--- config.mk ---
export PLATFORM = sky130hd
export DESIGN_NAME = tco_channels
export DESIGN_NICKNAME = d
export VERILOG_FILES = /design/src/hw/tco_pkg.sv /design/src/hw/tco_channels.sv /design/src/hw/tco_pair_eval.sv
export SDC_FILE = /design/constraint.sdc
export NUM_CORES = 1
export LEC_CHECK = 0
export ABC_CLOCK_PERIOD_IN_PS = 3040
export BUFFER_PORTS_ARGS = -buffer_cell sky130_fd_sc_hd__buf_2
export CORE_MARGIN = 8
export CORE_UTILIZATION = 55
export CTS_CLUSTER_DIAMETER = 60
export DETAILED_ROUTE_END_ITERATION = 8
export GPL_ROUTABILITY_DRIVEN = 0
export MAX_ROUTING_LAYER = met4
export PLACE_DENSITY = 0.75
export SYNTH_ARGS = -nofsm -noshare
export SYNTH_HDL_FRONTEND = slang
export SYNTH_HIERARCHICAL = 1
export SYNTH_SLANG_ARGS = --single-unit
--- constraint.sdc ---
create_clock -name MCLK -period 3.04 [get_ports MCLK]
set_clock_uncertainty 0.2 [all_clocks]
set_input_delay 0 -clock MCLK [delete_from_list [all_inputs] [get_ports MCLK]]
set_output_delay 0 -clock MCLK [all_outputs]
set_load 0.01 [all_outputs]
--- src/hw/tco_pkg.sv ---
// Package of constants and types for the timer channel output block
package tco_pkg;

  // ----------------------------------------------------------------
  // Sizes
  // ----------------------------------------------------------------
  localparam int NUM_CH = 4;
  localparam int NUM_PAIRS = 2;

  // ----------------------------------------------------------------
  // Register byte offsets
  // ----------------------------------------------------------------
  localparam logic [7:0] OFS_CONFIG = 8'h00;
  localparam logic [7:0] OFS_START = 8'h04;
  localparam logic [7:0] OFS_MODULO = 8'h08;
  localparam logic [7:0] OFS_STATUS = 8'h0c;
  localparam logic [7:0] OFS_CH_BASE = 8'h10;
  localparam logic [7:0] OFS_CH_END = 8'h30;
  localparam logic [2:0] CH_WORD_BASE = 3'h2;

  // ----------------------------------------------------------------
  // Field positions
  // ----------------------------------------------------------------
  localparam int CFG_CENTER_BIT = 0;
  localparam int CFG_MERGE_LSB = 1;
  localparam int CFG_DECAP_LSB = 3;
  localparam int CFG_WIDTH = 5;
  localparam int CTL_WIDTH = 5;
  localparam int CTL_FLAG_BIT = 5;
  localparam int CTL_LEVEL_BIT = 6;
  localparam int STATUS_WIDTH = 4;

  // ----------------------------------------------------------------
  // Reset values and bus answers
  // ----------------------------------------------------------------
  localparam logic [4:0] RST_CONFIG = 5'h00;
  localparam logic [15:0] RST_START = 16'h0000;
  localparam logic [15:0] RST_MODULO = 16'h0000;
  localparam logic [15:0] RST_MATCH = 16'h0000;
  localparam logic [15:0] MATCH_ZERO = 16'h0000;
  localparam logic [1:0] RESP_OKAY = 2'h0;
  localparam logic [1:0] RESP_SLVERR = 2'h2;

  // ----------------------------------------------------------------
  // Types
  // ----------------------------------------------------------------
  // Bit 4 irq enable, 3 mode_sel_b, 2 mode_sel_a, 1 level_sel_b, 0 level_sel_a
  typedef struct packed {
    logic channel_irq_enable;
    logic mode_sel_b;
    logic mode_sel_a;
    logic level_sel_b;
    logic level_sel_a;
  } tco_chctl_t;

  typedef enum logic [2:0] {
    MODE_NONE,
    MODE_OCMP,
    MODE_EDGE_ALIGNED_PWM,
    MODE_CENTER_ALIGNED_PWM,
    MODE_PAIR
  } tco_mode_t;

  typedef struct packed {
    logic out;
    logic drive;
    logic flag;
  } tco_chres_t;

endpackage

--- src/hw/tco_channels.sv ---
// Timer channel output block: AXI4-Lite registers and four compare/PWM channels
//
// Summary of operation
// - Mode bits 0:1 select output compare
// - Compare match sets, clears or toggles output
// - Toggle mode holds level until first match
// - Match sets flag; interrupt only when enabled
// - Level-select 0:0 flags but leaves pin alone
// - mode_sel_b set selects edge-aligned PWM
// - Edge PWM width ends at match, flag there
// - Level 1:0: high at reload, low at match
// - Level X:1: low at reload, high at match
// - Match zero 0%, above modulo 100%, no flag
// - Nonzero start shifts edge PWM duty limits
// - center_align_select picks up-down center PWM
// - Center width and period twice span
// - Center mode flags both up and down matches
// - Center 1:0 high on down match, low up
// - Center zero/negative 0%, large match 100%
// - pair_merge_enable joins even and odd channels
// - Pair width is distance between matches
// - Pair flags set at own channel matches
// - Pair 1:0 output low at start, odd match
// - Pair polarity from even level bits; each channel's own 0:0 releases its pin
`timescale 1ns/10ps
module tco_channels (
  input wire logic MCLK,
  input wire logic RST_N,
  input wire logic [15:0] CNT_VALUE,
  input wire logic CNT_DOWN,
  input wire logic CNT_RELOAD,
  input wire logic [7:0] S_AXI_AWADDR,
  input wire logic S_AXI_AWVALID,
  output logic S_AXI_AWREADY,
  input wire logic [31:0] S_AXI_WDATA,
  input wire logic [3:0] S_AXI_WSTRB,
  input wire logic S_AXI_WVALID,
  output logic S_AXI_WREADY,
  output logic [1:0] S_AXI_BRESP,
  output logic S_AXI_BVALID,
  input wire logic S_AXI_BREADY,
  input wire logic [7:0] S_AXI_ARADDR,
  input wire logic S_AXI_ARVALID,
  output logic S_AXI_ARREADY,
  output logic [31:0] S_AXI_RDATA,
  output logic [1:0] S_AXI_RRESP,
  output logic S_AXI_RVALID,
  input wire logic S_AXI_RREADY,
  output logic [3:0] CH_OUT,
  output logic [3:0] CH_OE_N,
  output logic [3:0] CH_IRQ
);

  // ----------------------------------------------------------------
  // State
  // ----------------------------------------------------------------
  typedef struct packed {
    logic aw_have;
    logic [7:0] aw_addr;
    logic w_have;
    logic [31:0] w_data;
    logic [3:0] w_strb;
    logic awready;
    logic wready;
    logic bvalid;
    logic [1:0] bresp;
    logic arready;
    logic rvalid;
    logic [31:0] rdata;
    logic [1:0] rresp;
    logic [4:0] cfg;
    logic [15:0] start;
    logic [15:0] modulo;
    tco_pkg::tco_chctl_t [3:0] ctl;
    logic [3:0][15:0] match;
    logic [3:0] flag;
    logic [3:0] out;
    logic [3:0] oe_n;
    logic [3:0] irq;
  } tco_state_t;

  // Pins start released so nothing is driven before software sets a level
  localparam tco_state_t RESET_STATE = '{
    cfg: tco_pkg::RST_CONFIG,
    start: tco_pkg::RST_START,
    modulo: tco_pkg::RST_MODULO,
    oe_n: 4'hf,
    default: '0
  };

  tco_state_t state_ff;
  tco_state_t nxt_state;

  // ----------------------------------------------------------------
  // Helper functions
  // ----------------------------------------------------------------
  function automatic logic is_mapped(input logic [7:0] addr);
    return addr < tco_pkg::OFS_CH_END;
  endfunction

  function automatic logic is_chan(input logic [7:0] addr);
    return (addr >= tco_pkg::OFS_CH_BASE) && (addr < tco_pkg::OFS_CH_END);
  endfunction

  function automatic logic [1:0] ch_of(input logic [7:0] addr);
    logic [2:0] w;
    w = addr[5:3] - tco_pkg::CH_WORD_BASE;
    return w[1:0];
  endfunction

  function automatic logic [31:0] merge_bytes(input logic [31:0] old_v, input logic [31:0] new_v,
      input logic [3:0] strb);
    logic [31:0] v;
    v = old_v;
    for (int b = 0; b < 4; b++)
    begin
      if (strb[b])
        v[b*8 +: 8] = new_v[b*8 +: 8];
    end
    return v;
  endfunction

  function automatic logic [31:0] read_reg(input tco_state_t st, input logic [7:0] addr);
    logic [31:0] v;
    logic [1:0] c;
    v = 32'h0000_0000;
    c = ch_of(addr);
    case ({addr[7:2], 2'h0})
      tco_pkg::OFS_CONFIG: v[tco_pkg::CFG_WIDTH-1:0] = st.cfg;
      tco_pkg::OFS_START: v[15:0] = st.start;
      tco_pkg::OFS_MODULO: v[15:0] = st.modulo;
      tco_pkg::OFS_STATUS: v[tco_pkg::STATUS_WIDTH-1:0] = st.flag;
      default:
      begin
        if (is_chan(addr))
        begin
          if (addr[2])
            v[15:0] = st.match[c];
          else
          begin
            v[tco_pkg::CTL_WIDTH-1:0] = st.ctl[c];
            v[tco_pkg::CTL_FLAG_BIT] = st.flag[c];
            v[tco_pkg::CTL_LEVEL_BIT] = st.out[c];
          end
        end
      end
    endcase
    return v;
  endfunction

  // ----------------------------------------------------------------
  // Channel evaluation, one instance per pair
  // ----------------------------------------------------------------
  logic [3:0] ev_out;
  logic [3:0] ev_drive;
  logic [3:0] ev_flag;

  for (genvar p = 0; p < tco_pkg::NUM_PAIRS; p++)
  begin : g_pair
    tco_pair_eval u_pair (
      .center_align_select(state_ff.cfg[tco_pkg::CFG_CENTER_BIT]),
      .pair_merge_enable(state_ff.cfg[tco_pkg::CFG_MERGE_LSB + p]),
      .dual_edge_capture_enable(state_ff.cfg[tco_pkg::CFG_DECAP_LSB + p]),
      .cnt_value(CNT_VALUE),
      .cnt_down(CNT_DOWN),
      .cnt_reload(CNT_RELOAD),
      .counter_start_value(state_ff.start),
      .modulo_value(state_ff.modulo),
      .even_ctl(state_ff.ctl[2*p]),
      .odd_ctl(state_ff.ctl[2*p+1]),
      .even_match(state_ff.match[2*p]),
      .odd_match(state_ff.match[2*p+1]),
      .cur_out(state_ff.out[2*p +: 2]),
      .nxt_out(ev_out[2*p +: 2]),
      .drive(ev_drive[2*p +: 2]),
      .set_flag(ev_flag[2*p +: 2])
    );
  end

  // ----------------------------------------------------------------
  // Next state
  // ----------------------------------------------------------------
  logic do_write;
  logic [3:0] flag_clr;
  logic [1:0] wr_ch;
  logic [31:0] wr_val;

  always_comb
  begin
    nxt_state = state_ff;
    flag_clr = 4'h0;
    wr_ch = ch_of(state_ff.aw_addr);
    wr_val = 32'h0000_0000;

    // Address and data are taken independently, in either order
    if (S_AXI_AWVALID && state_ff.awready)
    begin
      nxt_state.aw_have = 1'b1;
      nxt_state.aw_addr = S_AXI_AWADDR;
    end
    if (S_AXI_WVALID && state_ff.wready)
    begin
      nxt_state.w_have = 1'b1;
      nxt_state.w_data = S_AXI_WDATA;
      nxt_state.w_strb = S_AXI_WSTRB;
    end
    if (state_ff.bvalid && S_AXI_BREADY)
      nxt_state.bvalid = 1'b0;

    do_write = state_ff.aw_have && state_ff.w_have && !state_ff.bvalid;
    if (do_write)
    begin
      nxt_state.aw_have = 1'b0;
      nxt_state.w_have = 1'b0;
      nxt_state.bvalid = 1'b1;
      nxt_state.bresp = is_mapped(state_ff.aw_addr) ? tco_pkg::RESP_OKAY : tco_pkg::RESP_SLVERR;
      wr_val = merge_bytes(read_reg(state_ff, state_ff.aw_addr), state_ff.w_data, state_ff.w_strb);
      case ({state_ff.aw_addr[7:2], 2'h0})
        tco_pkg::OFS_CONFIG: nxt_state.cfg = wr_val[tco_pkg::CFG_WIDTH-1:0];
        tco_pkg::OFS_START: nxt_state.start = wr_val[15:0];
        tco_pkg::OFS_MODULO: nxt_state.modulo = wr_val[15:0];
        // Write one to clear; only byte lane 0 counts and no readback merge is used
        tco_pkg::OFS_STATUS:
          flag_clr = state_ff.w_strb[0] ? state_ff.w_data[tco_pkg::STATUS_WIDTH-1:0] : 4'h0;
        default:
        begin
          if (is_chan(state_ff.aw_addr))
          begin
            if (state_ff.aw_addr[2])
              nxt_state.match[wr_ch] = wr_val[15:0];
            else
              nxt_state.ctl[wr_ch] = wr_val[tco_pkg::CTL_WIDTH-1:0];
          end
        end
      endcase
    end
    nxt_state.awready = !nxt_state.aw_have && !nxt_state.bvalid;
    nxt_state.wready = !nxt_state.w_have && !nxt_state.bvalid;

    // Read channel: one outstanding read, answered the cycle after it is taken
    if (state_ff.rvalid && S_AXI_RREADY)
      nxt_state.rvalid = 1'b0;
    if (S_AXI_ARVALID && state_ff.arready)
    begin
      nxt_state.rvalid = 1'b1;
      nxt_state.rdata = read_reg(state_ff, S_AXI_ARADDR);
      nxt_state.rresp = is_mapped(S_AXI_ARADDR) ? tco_pkg::RESP_OKAY : tco_pkg::RESP_SLVERR;
    end
    nxt_state.arready = !nxt_state.rvalid;

    // Channel outputs and flags; a hardware set beats a software clear
    for (int i = 0; i < tco_pkg::NUM_CH; i++)
    begin
      nxt_state.flag[i] = (state_ff.flag[i] & ~flag_clr[i]) | ev_flag[i];
      if (ev_drive[i])
        nxt_state.out[i] = ev_out[i];
      nxt_state.oe_n[i] = ~ev_drive[i];
      nxt_state.irq[i] = nxt_state.flag[i] & state_ff.ctl[i].channel_irq_enable;
    end
  end

  // ----------------------------------------------------------------
  // Registers
  // ----------------------------------------------------------------
  always_ff @(posedge MCLK)
  begin
    if (!RST_N)
      state_ff <= RESET_STATE;
    else
      state_ff <= nxt_state;
  end

  // ----------------------------------------------------------------
  // Outputs
  // ----------------------------------------------------------------
  assign S_AXI_AWREADY = state_ff.awready;
  assign S_AXI_WREADY = state_ff.wready;
  assign S_AXI_BRESP = state_ff.bresp;
  assign S_AXI_BVALID = state_ff.bvalid;
  assign S_AXI_ARREADY = state_ff.arready;
  assign S_AXI_RDATA = state_ff.rdata;
  assign S_AXI_RRESP = state_ff.rresp;
  assign S_AXI_RVALID = state_ff.rvalid;
  assign CH_OUT = state_ff.out;
  assign CH_OE_N = state_ff.oe_n;
  assign CH_IRQ = state_ff.irq;

endmodule

--- src/hw/tco_pair_eval.sv ---
// Next output level, drive and match flag for one even/odd channel pair
`timescale 1ns/10ps
module tco_pair_eval (
  input wire logic center_align_select,
  input wire logic pair_merge_enable,
  input wire logic dual_edge_capture_enable,
  input wire logic [15:0] cnt_value,
  input wire logic cnt_down,
  input wire logic cnt_reload,
  input wire logic [15:0] counter_start_value,
  input wire logic [15:0] modulo_value,
  input wire tco_pkg::tco_chctl_t even_ctl,
  input wire tco_pkg::tco_chctl_t odd_ctl,
  input wire logic [15:0] even_match,
  input wire logic [15:0] odd_match,
  input wire logic [1:0] cur_out,
  output logic [1:0] nxt_out,
  output logic [1:0] drive,
  output logic [1:0] set_flag
);

  // ----------------------------------------------------------------
  // Mode decode
  // ----------------------------------------------------------------
  function automatic tco_pkg::tco_mode_t sel_mode(input tco_pkg::tco_chctl_t ctl);
    tco_pkg::tco_mode_t m;
    m = tco_pkg::MODE_NONE;
    if (dual_edge_capture_enable)
      m = tco_pkg::MODE_NONE;
    else if (center_align_select && !pair_merge_enable)
      m = tco_pkg::MODE_CENTER_ALIGNED_PWM;
    else if (pair_merge_enable && !center_align_select)
      m = tco_pkg::MODE_PAIR;
    else if (!pair_merge_enable && ctl.mode_sel_b)
      m = tco_pkg::MODE_EDGE_ALIGNED_PWM;
    else if (!pair_merge_enable && ctl.mode_sel_a)
      m = tco_pkg::MODE_OCMP;
    return m;
  endfunction

  // ----------------------------------------------------------------
  // Single channel modes
  // ----------------------------------------------------------------
  function automatic tco_pkg::tco_chres_t eval_single(input tco_pkg::tco_mode_t m,
      input tco_pkg::tco_chctl_t ctl, input logic [15:0] cv, input logic cur);
    tco_pkg::tco_chres_t r;
    logic hit;
    logic act;
    logic zero;
    logic full;
    hit = (cnt_value == cv);
    // Active level is high for 1:0 and low for X:1
    act = cur ^ ctl.level_sel_a;
    r.out = cur;
    r.flag = 1'b0;
    zero = 1'b0;
    full = 1'b0;
    // Released pin keeps its last level so a later enable starts clean
    r.drive = (ctl.level_sel_b | ctl.level_sel_a);
    case (m)
      tco_pkg::MODE_OCMP:
      begin
        r.flag = hit;
        if (hit)
        begin
          case ({ctl.level_sel_b, ctl.level_sel_a})
            2'h1: r.out = ~cur;
            2'h2: r.out = 1'b0;
            2'h3: r.out = 1'b1;
            default: r.out = cur;
          endcase
        end
      end
      tco_pkg::MODE_EDGE_ALIGNED_PWM:
      begin
        // Period and width follow from the shared counter span
        zero = (cv == tco_pkg::MATCH_ZERO) || (cv == counter_start_value);
        full = (cv > modulo_value) || (counter_start_value > cv);
        if (zero)
          act = 1'b0;
        else if (full)
          act = 1'b1;
        else if (hit)
          act = 1'b0;
        else if (cnt_reload)
          act = 1'b1;
        r.out = act ^ ctl.level_sel_a;
        r.flag = hit && !zero && !full;
      end
      tco_pkg::MODE_CENTER_ALIGNED_PWM:
      begin
        zero = (cv == tco_pkg::MATCH_ZERO) || cv[15];
        full = !cv[15] && (cv >= modulo_value) && (modulo_value != tco_pkg::MATCH_ZERO);
        if (zero)
          act = 1'b0;
        else if (full)
          act = 1'b1;
        else if (hit)
          act = cnt_down;
        r.out = act ^ ctl.level_sel_a;
        r.flag = hit && !zero && !full;
      end
      default:
      begin
        r.drive = 1'b0;
      end
    endcase
    return r;
  endfunction

  // ----------------------------------------------------------------
  // Pair evaluation
  // ----------------------------------------------------------------
  tco_pkg::tco_mode_t mode_even;
  tco_pkg::tco_mode_t mode_odd;
  tco_pkg::tco_chres_t res_even;
  tco_pkg::tco_chres_t res_odd;
  logic pair_act;
  logic pair_out;

  always_comb
  begin
    mode_even = sel_mode(even_ctl);
    mode_odd = sel_mode(odd_ctl);
    res_even = eval_single(mode_even, even_ctl, even_match, cur_out[0]);
    res_odd = eval_single(mode_odd, odd_ctl, odd_match, cur_out[1]);
    // Later assignments win: odd match over even match over period start
    pair_act = cur_out[0] ^ even_ctl.level_sel_a;
    if (cnt_value == counter_start_value)
      pair_act = 1'b0;
    if (cnt_value == even_match)
      pair_act = 1'b1;
    if (cnt_value == odd_match)
      pair_act = 1'b0;
    pair_out = pair_act ^ even_ctl.level_sel_a;
    if (mode_even == tco_pkg::MODE_PAIR)
    begin
      nxt_out = {pair_out, pair_out};
      drive = {(odd_ctl.level_sel_b | odd_ctl.level_sel_a),
               (even_ctl.level_sel_b | even_ctl.level_sel_a)};
      set_flag = {(cnt_value == odd_match), (cnt_value == even_match)};
    end
    else
    begin
      nxt_out = {res_odd.out, res_even.out};
      drive = {res_odd.drive, res_even.drive};
      set_flag = {res_odd.flag, res_even.flag};
    end
  end

endmodule

# [Word level (Yosys, flattened, before mapping)]
# Index checks and enable logic that the tools add are counted.
[totals] wordCells=415 out_inout_bits=53 ff_bits=208 input_bits=77
[classes] n_addsub=2 bitwise_logic=44 n_eq_ne=49 mux=139 reduce_logical=115 magnitude_cmp=19
[op_table] operator="== test 16 bit" n=9
[op_table] operator="> comparator 16 bit" n=8
[op_table] operator="2-to-1 mux 16 bit" n=5
[op_table] operator="one-hot mux 11 bit (3 select lines)" n=2
[op_table] operator="binary-select mux 16 bit (select 2 bit)" n=2
[op_table] operator="bitwise mux 64 bit" n=1
[op_table] operator=">= comparator 16 bit" n=4
[op_table] operator="zero test 16 bit" n=4
[op_table] operator="2-to-1 mux 1 bit" n=62
[op_table] operator="2-to-1 mux 3 bit" n=17
[op_table] operator="logical AND 1 bit" n=48
[op_table] operator="2-to-1 mux 37 bit" n=1
[op_table] operator="one-hot mux 1 bit (3 select lines)" n=12
[op_table] operator="2-to-1 mux 35 bit" n=1
[op_table] operator="demux 16 bit (select 2 bit)" n=1
[op_table] operator="2-to-1 mux 8 bit" n=4
[op_table] operator="one-hot mux 4 bit (4 select lines)" n=2
[op_table] operator="zero test 1 bit" n=28
[op_table] operator="2-to-1 mux 9 bit" n=3
[op_table] operator="== test 3 x 2 -> 1 bit, second input constant" n=8
[op_table] operator="== test 6 x 2 -> 1 bit, second input constant" n=4
[op_table] operator="AND reduction 4 bit" n=6
[op_table] operator="binary-select mux 5 bit (select 2 bit)" n=2
[op_table] operator="bitwise mux 20 bit" n=1
[op_table] operator="31 further kinds" n=133

# [Logic depth before layout (Yosys ltp)]
[depth] ltp_word=12 ltp_mapped=12 ltp_nobuf=12

# [Cells and area by module]
# Netlist, hierarchy kept.
[modules_own_cells] module="tco_channels" area_per_inst_um2=9183.8 seq_area_each_um2=3723.6 n_inst=1 cells_each=1013
[modules_own_cells] module="tco_pair_eval (g_pair[0].u_pair)" area_per_inst_um2=2775.2 seq_area_each_um2=0.0 n_inst=1 cells_each=380
[modules_own_cells] module="tco_pair_eval (g_pair[1].u_pair)" area_per_inst_um2=2603.7 seq_area_each_um2=0.0 n_inst=1 cells_each=361

# [Worst setup path after synthesis]
# Ideal clock, no wire load.
[synth_timing] path_kind="register to register" startpoint="reg state_ff[110] (netlist name)" endpoint="reg state_ff, in the netlist CH_OUT[3]" n_path_buf=0 slack_ns=0.334 synth_period_minus_slack_ns=2.706 arrival_time_ns=2.378 t_required_ns=2.712 path_stages_with_launch=12 setup_time_ns=0.128 cell_sequence="dfxtp_1 > inv_1 > ha_1 > nand4_1 > or4_4 > or2_0 > o2bb2ai_1 > o211a_1 > nor3_1 > o31ai_2 > mux2i_1 > nor2_1"
[synth_via] elab_chain_len=9 word_cells_on_any_way=16 classes_between="order compare (2); mux (8); bitwise (2); reduce/logical (4)"
[synth_rtl] element="start: declaration" line_no="tco_channels.sv:91" source="tco_state_t state_ff;"
[synth_rtl] element="start signal: assignment" line_no="tco_channels.sv:270" source="state_ff <= nxt_state;"
[synth_rtl] element=">= comparator 16 bit" line_no="tco_pair_eval.sv:93" source="full = !cv[15] && (cv >= modulo_value) && (modulo_value != tco_pkg::MATCH_ZERO);"
[synth_rtl] element="logical AND 1 bit (2 in a row)" line_no="tco_pair_eval.sv:93"
[synth_rtl] element="2-to-1 mux 1 bit" line_no="tco_pair_eval.sv:96" source="else if (full)"
[synth_rtl] element="2-to-1 mux 1 bit" line_no="tco_pair_eval.sv:94" source="if (zero)"
[synth_rtl] element="2-to-1 mux 1 bit" line_no="tco_pair_eval.sv:60" source="case (m)"
[synth_rtl] element="XOR 1 bit" line_no="tco_pair_eval.sv:100" source="r.out = act ^ ctl.level_sel_a;"
[synth_rtl] element="one-hot mux 1 bit (3 select lines) (*)" line_no="tco_pair_eval.sv:60"
[synth_rtl] element="2-to-1 mux 2 bit (*)" line_no="tco_pair_eval.sv:136" source="if (mode_even == tco_pkg::MODE_PAIR)"
[synth_rtl] element="named net ev_out[3]" line_no="tco_channels.sv:154" source="logic [3:0] ev_out;"
# Mark *: on every way through the listed nets, which the timed path passes. The rest lies on a longest branch. The select of a mux whose other input is x is not followed.
# A chain may end at the register's enable or synchronous reset.

# [Worst setup path after layout]
[layout_timing] startpoint="reg state_ff[57] (netlist name)" endpoint="reg state_ff, in the netlist CH_IRQ[2]"
[layout_via] elab_chain_len=9 word_cells_on_any_way=23 classes_between="order compare (3); eq/ne (2); mux (2); bitwise (2); reduce/logical (14)"
[layout_rtl] element=">= comparator 16 bit (tied with other cells)" line_no="tco_pair_eval.sv:93"
[layout_rtl] element="logical AND 1 bit (tied with other cells) (2 in a row)" line_no="tco_pair_eval.sv:93"
[layout_rtl] element="zero test 1 bit (tied with other cells)" line_no="tco_pair_eval.sv:101" source="r.flag = hit && !zero && !full;"
[layout_rtl] element="logical AND 1 bit, on equally long branches" line_no="tco_pair_eval.sv:101, tco_pair_eval.sv:88"
[layout_rtl] element="one-hot mux 1 bit (3 select lines)" line_no="tco_pair_eval.sv:60"
[layout_rtl] element="2-to-1 mux 2 bit (*)" line_no="tco_pair_eval.sv:136"
[layout_rtl] element="named net ev_flag[2]" line_no="tco_channels.sv:156" source="logic [3:0] ev_flag;"
[layout_rtl] element="OR 1 bit (*)" line_no="tco_channels.sv:254" source="nxt_state.flag[i] = (state_ff.flag[i] & ~flag_clr[i]) | ev_flag[i];"
[layout_rtl] element="AND 1 bit (*)" line_no="tco_channels.sv:258" source="nxt_state.irq[i] = nxt_state.flag[i] & state_ff.ctl[i].channel_irq_enable;"
# Mark *: on every way through the listed nets, which the timed path passes. The rest lies on a longest branch.

==> metrics.md <==
| Metric | Value |
|---|---|
| Worst path top cell family by delay | compound AO/OA/AOI/OAI gates |
| Placed cell count | 2,249 |
| Synth Area in XOR/XNOR | 0.0619 |
| Buf/Inv on CP | 2 |
| Synthesized area | 14,600 um^2 |
| Post-Synth Simple-Gate Area | 0.197 |
| Ys async rst share | 0 |
| Main combinational cell family by area after synthesis | compound AO/OA/AOI/OAI gates |
| Vias in the first global route | 15,400 |
| CTS clk-pin slew, worst paths | 0.08 ns |
| Worst-Margin Slew | 0.960 ns |
| Critical Path Most Common Cell | a21oi_1 |
| Synth warn | 6 |
| Failing checks | setup timing |
| Clock Sinks | 186 |
| Pleak | 7.42 nW |
| Worst Path Required | 3.22 ns |
| DRC Markers | 0 |
| DRT Pass-1 Iters | 9 |
| WP data arrival | 3.26 ns |
| Die X-Extent | 179 um |
| DRT Wirelength | 58.0 mm |
| Final hold vios | 0 |
| DP Wirelength | 43.4 mm |
| Slew Limit Fails | 0 |
| Synth Area in Compound Gates | 0.209 |
| H-tree levels | 4 |
| Fill count | 2,071 |
| Min-Delay Endpoint | state_ff[187] |
| CTS tree | done |
| Post-DRT Antenna Nets | 0 |
| Sequential area share after synthesis | 0.256 |
| Initial Utilization | 0.559 |
| Initial antenna violation count | 1 |
| P&R area growth vs syn | 20.8% |
| Finished Layout Cells | 2,337 |
| Grt ovf | 0 |
| Core area | 26,100 um^2 |
| Mapped Cells | 1,754 |
| RSZ-0062 raised after global routing | yes |
| Post-synth EDFFs | 0 |
| Startpoint types | flip-flop |
| Top FF cell, synth | dfxtp_1 |
| Via count | 16,000 |
| Setup CP Type | reg2reg |
| # Max-Cap Violations | 0 |
| DR WL/cell | 24.8 um |
| DIE HEIGHT | 179 um |
| # setup viols final | 4 |
| DR vias/cell | 6.86 |
| Outcome | finished with violations |
| Hold_sp | S_AXI_WVALID |
| Initial drt markers | 2,873 |
| Most common cell after layout, fill and taps aside | buf_4 |
| Proportion of layout cells with a drive suffix above 1 | 0.223 |
| I/O Pins | 130 |
| FP Rows | 59 |
| Reg2reg setup slack | -0.03 ns |
| Total die area | 31,900 um^2 |
| CP Capture Type | flip-flop |
| VDD IR max | 0.321 mV |
| Multiplexer area fraction after synthesis | 0.0857 |
| Power Dens Cells | 309 nW/um^2 |
| HP Class | in2reg |
| CTS root buffer | clkbuf_16 |
| Later-pin clock latency in the skew report | 0.45 ns |
| Most frequent cells in the layout | buf_4, nor2_1, dfxtp_1 |
| CTS Buf Count | 17 |
| GRT Overall Usage | 0.371 |
| Reg-to-Reg Start | state_ff[57] |
| FF+latch count, synth | 186 |
| FMAX | 0.325 GHz |
| Layout Utilization | 0.675 |
| Power Total | 5.44 mW |
| Crit path cell chain | inv_1 > ha_1 > a21oi_1 > o21ai_1 > a221oi_1 > or2_1 > o211ai_1 > buf_4 > a2bb2oi_1 > a311oi_1 > a21oi_1 > nor2_1 |
| FF-to-FF path depth | 12 |
| Pin count of the biggest net entering global routing | 59 |
| Crit-path max cell delay | 0.49 ns |
| Clock Path Buffers | 2 |
| Slew HR | 0.360 |
| Unique masters post-synth | 89 |
| Fin crit share | 1.01 |
| Nets@finish | 2,191 |
| Final Worst Setup Slack | -0.0341 ns |
| R2R Path End | CH_IRQ[2] |
| Adder-cell area share of the yosys netlist | 0.110 |
| Hold Path Depth | 4 |
| Global-route wire length before repair | 88.3 mm |
| Levels on crit path | 12 |
| Worst Path Max Fanout | 4 |
| Fin crit period | 3.07 ns |
| Slowest CP cell | a221oi_1 |
| Syn_area_per_cell | 8.30 um^2 |
| I/O Buffers | 89 |
-- routing by layer --
metal / routed length [um] / global-route usage / up-vias
li1: - / - / 6931
met1: 21400 / 0.459 / 7465
met2: 24200 / 0.530 / 1316
met3: 8910 / 0.118 / 318
met4: 3460 / 0.197 / 0
met5: 0 / - / -
-- flip-flops by register name, summed over array words and instances, names as in the netlist, 4 cells and up --
signal and flops:
state_ff 151, S_AXI_RDATA 16, CH_IRQ 4, CH_OE_N 4
CH_OUT 4
-- kinds of logic after synthesis --
logic type	count (synthesis)
simple gates	579
mux	74
fa+ha+maj	128
other cells	1
flops	186
buf+inv	239
compound gates	445
xor+xnor	102
-- worst reg2reg max path: cells and delay by family, from the launching register on --
family / cells / cell delay, ns
and+or+nand+nor: 2 / 0.31
adders and majority gates: 1 / 0.29
AOI/OAI and AO/OA: 7 / 1.52
buffers and inverters: 2 / 0.24
DFF: 1 / 0.45
-- area by class of cell --
| cell class | count | area, um^2 | area share |
|---|---|---|---|
| flip-flops and latches | 186 | 3800 | 0.216 |
| clock buffers | 18 | 429 | 0.0244 |
| multi-input cells | 1346 | 9970 | 0.567 |
| clock inverters | 14 | 156 | 0.00889 |
| diodes | 3 | 7.51 | 0.000427 |
| repair buffers | 327 | 2400 | 0.137 |
| inverters | 108 | 407 | 0.0231 |
| well taps | 335 | 419 | 0.0238 |
-- how the worst max path moves through the flow --
| stage | from | endpoint | slack, ns |
|---|---|---|---|
| 2_1_floorplan | state_ff[110] | CH_OUT[3] | 0.33 |
| 3_3_place_gp | state_ff[115] | CH_OUT[1] | -0.07 |
| 3_5_place_dp | state_ff[23] | CH_OUT[0] | -0.09 |
| 4_1_cts | state_ff[112] | CH_OUT[3] | -0.02 |
| 5_1_grt | state_ff[46] | CH_OUT[1] | -0.12 |
| 6_report | state_ff[57] | CH_IRQ[2] | -0.03 |
-- report_power, final --
group | internal, mW | total [mW] | leakage [nW] | switching (mW)
sequential | 2.46 | 2.50 | 1.53 | 0.0418
combinational | 0.239 | 0.615 | 5.61 | 0.375
clock | 1.17 | 2.32 | 0.286 | 1.15
-- synthesized netlist by cell type, types with 8 or more instances --
master | n | area share
a221oi_1 | 14 | 0.0084
o22ai_1 | 9 | 0.0039
nand4_1 | 46 | 0.020
a21o_1 | 26 | 0.013
a2bb2oi_1 | 8 | 0.0048
nor4_1 | 44 | 0.019
a211oi_1 | 45 | 0.023
nand2b_1 | 9 | 0.0039
inv_1 | 108 | 0.028
o31ai_1 | 10 | 0.0052
clkbuf_1 | 50 | 0.013
ha_1 | 128 | 0.11
xnor2_1 | 32 | 0.019
nor2b_1 | 10 | 0.0043
a22oi_1 | 17 | 0.0088
o211ai_1 | 15 | 0.0077
o21a_1 | 11 | 0.0057
dfxtp_1 | 186 | 0.26
mux4_2 | 31 | 0.048
o21ai_0 | 66 | 0.023
and3_1 | 26 | 0.011
mux2i_1 | 31 | 0.021
a222oi_1 | 11 | 0.0076
nand2_1 | 137 | 0.035
buf_4 | 49 | 0.025
buf_2 | 22 | 0.0076
nor3_1 | 22 | 0.0076
xor2_1 | 69 | 0.041
nor2_1 | 166 | 0.043
a2111oi_0 | 22 | 0.013
and2_1 | 11 | 0.0047
nand3_1 | 50 | 0.017
a21oi_1 | 120 | 0.041
or3_1 | 15 | 0.0064
-- stage by stage --
stage	TNS [ns]	worst slack, ns	hold WS (ns)	cell area, um^2
final	-0.0940	-0.0341	0.0631	17600
after global routing	-0.350	-0.120	0.117	17600
after CTS	-0.0165	-0.0165	0.0628	17400
after detailed placement	-0.444	-0.0894	0.0464	16200
after global placement	-0.187	-0.0662	0.0420	16200
after floorplan	0	0.334	-0.0640	14600
-- what timing repair did --
item / in CTS / in global routing
gates resized for setup: 31 / 60
buffers inserted: 5 / 1
endpoints found under the setup margin: 12 / 14
hold endpoints to repair: 72 / 0
pin swaps: 11 / 25
cloned: 0 / 0
hold buffers: 48 / 0
Power figures use the tool's default switching activity.
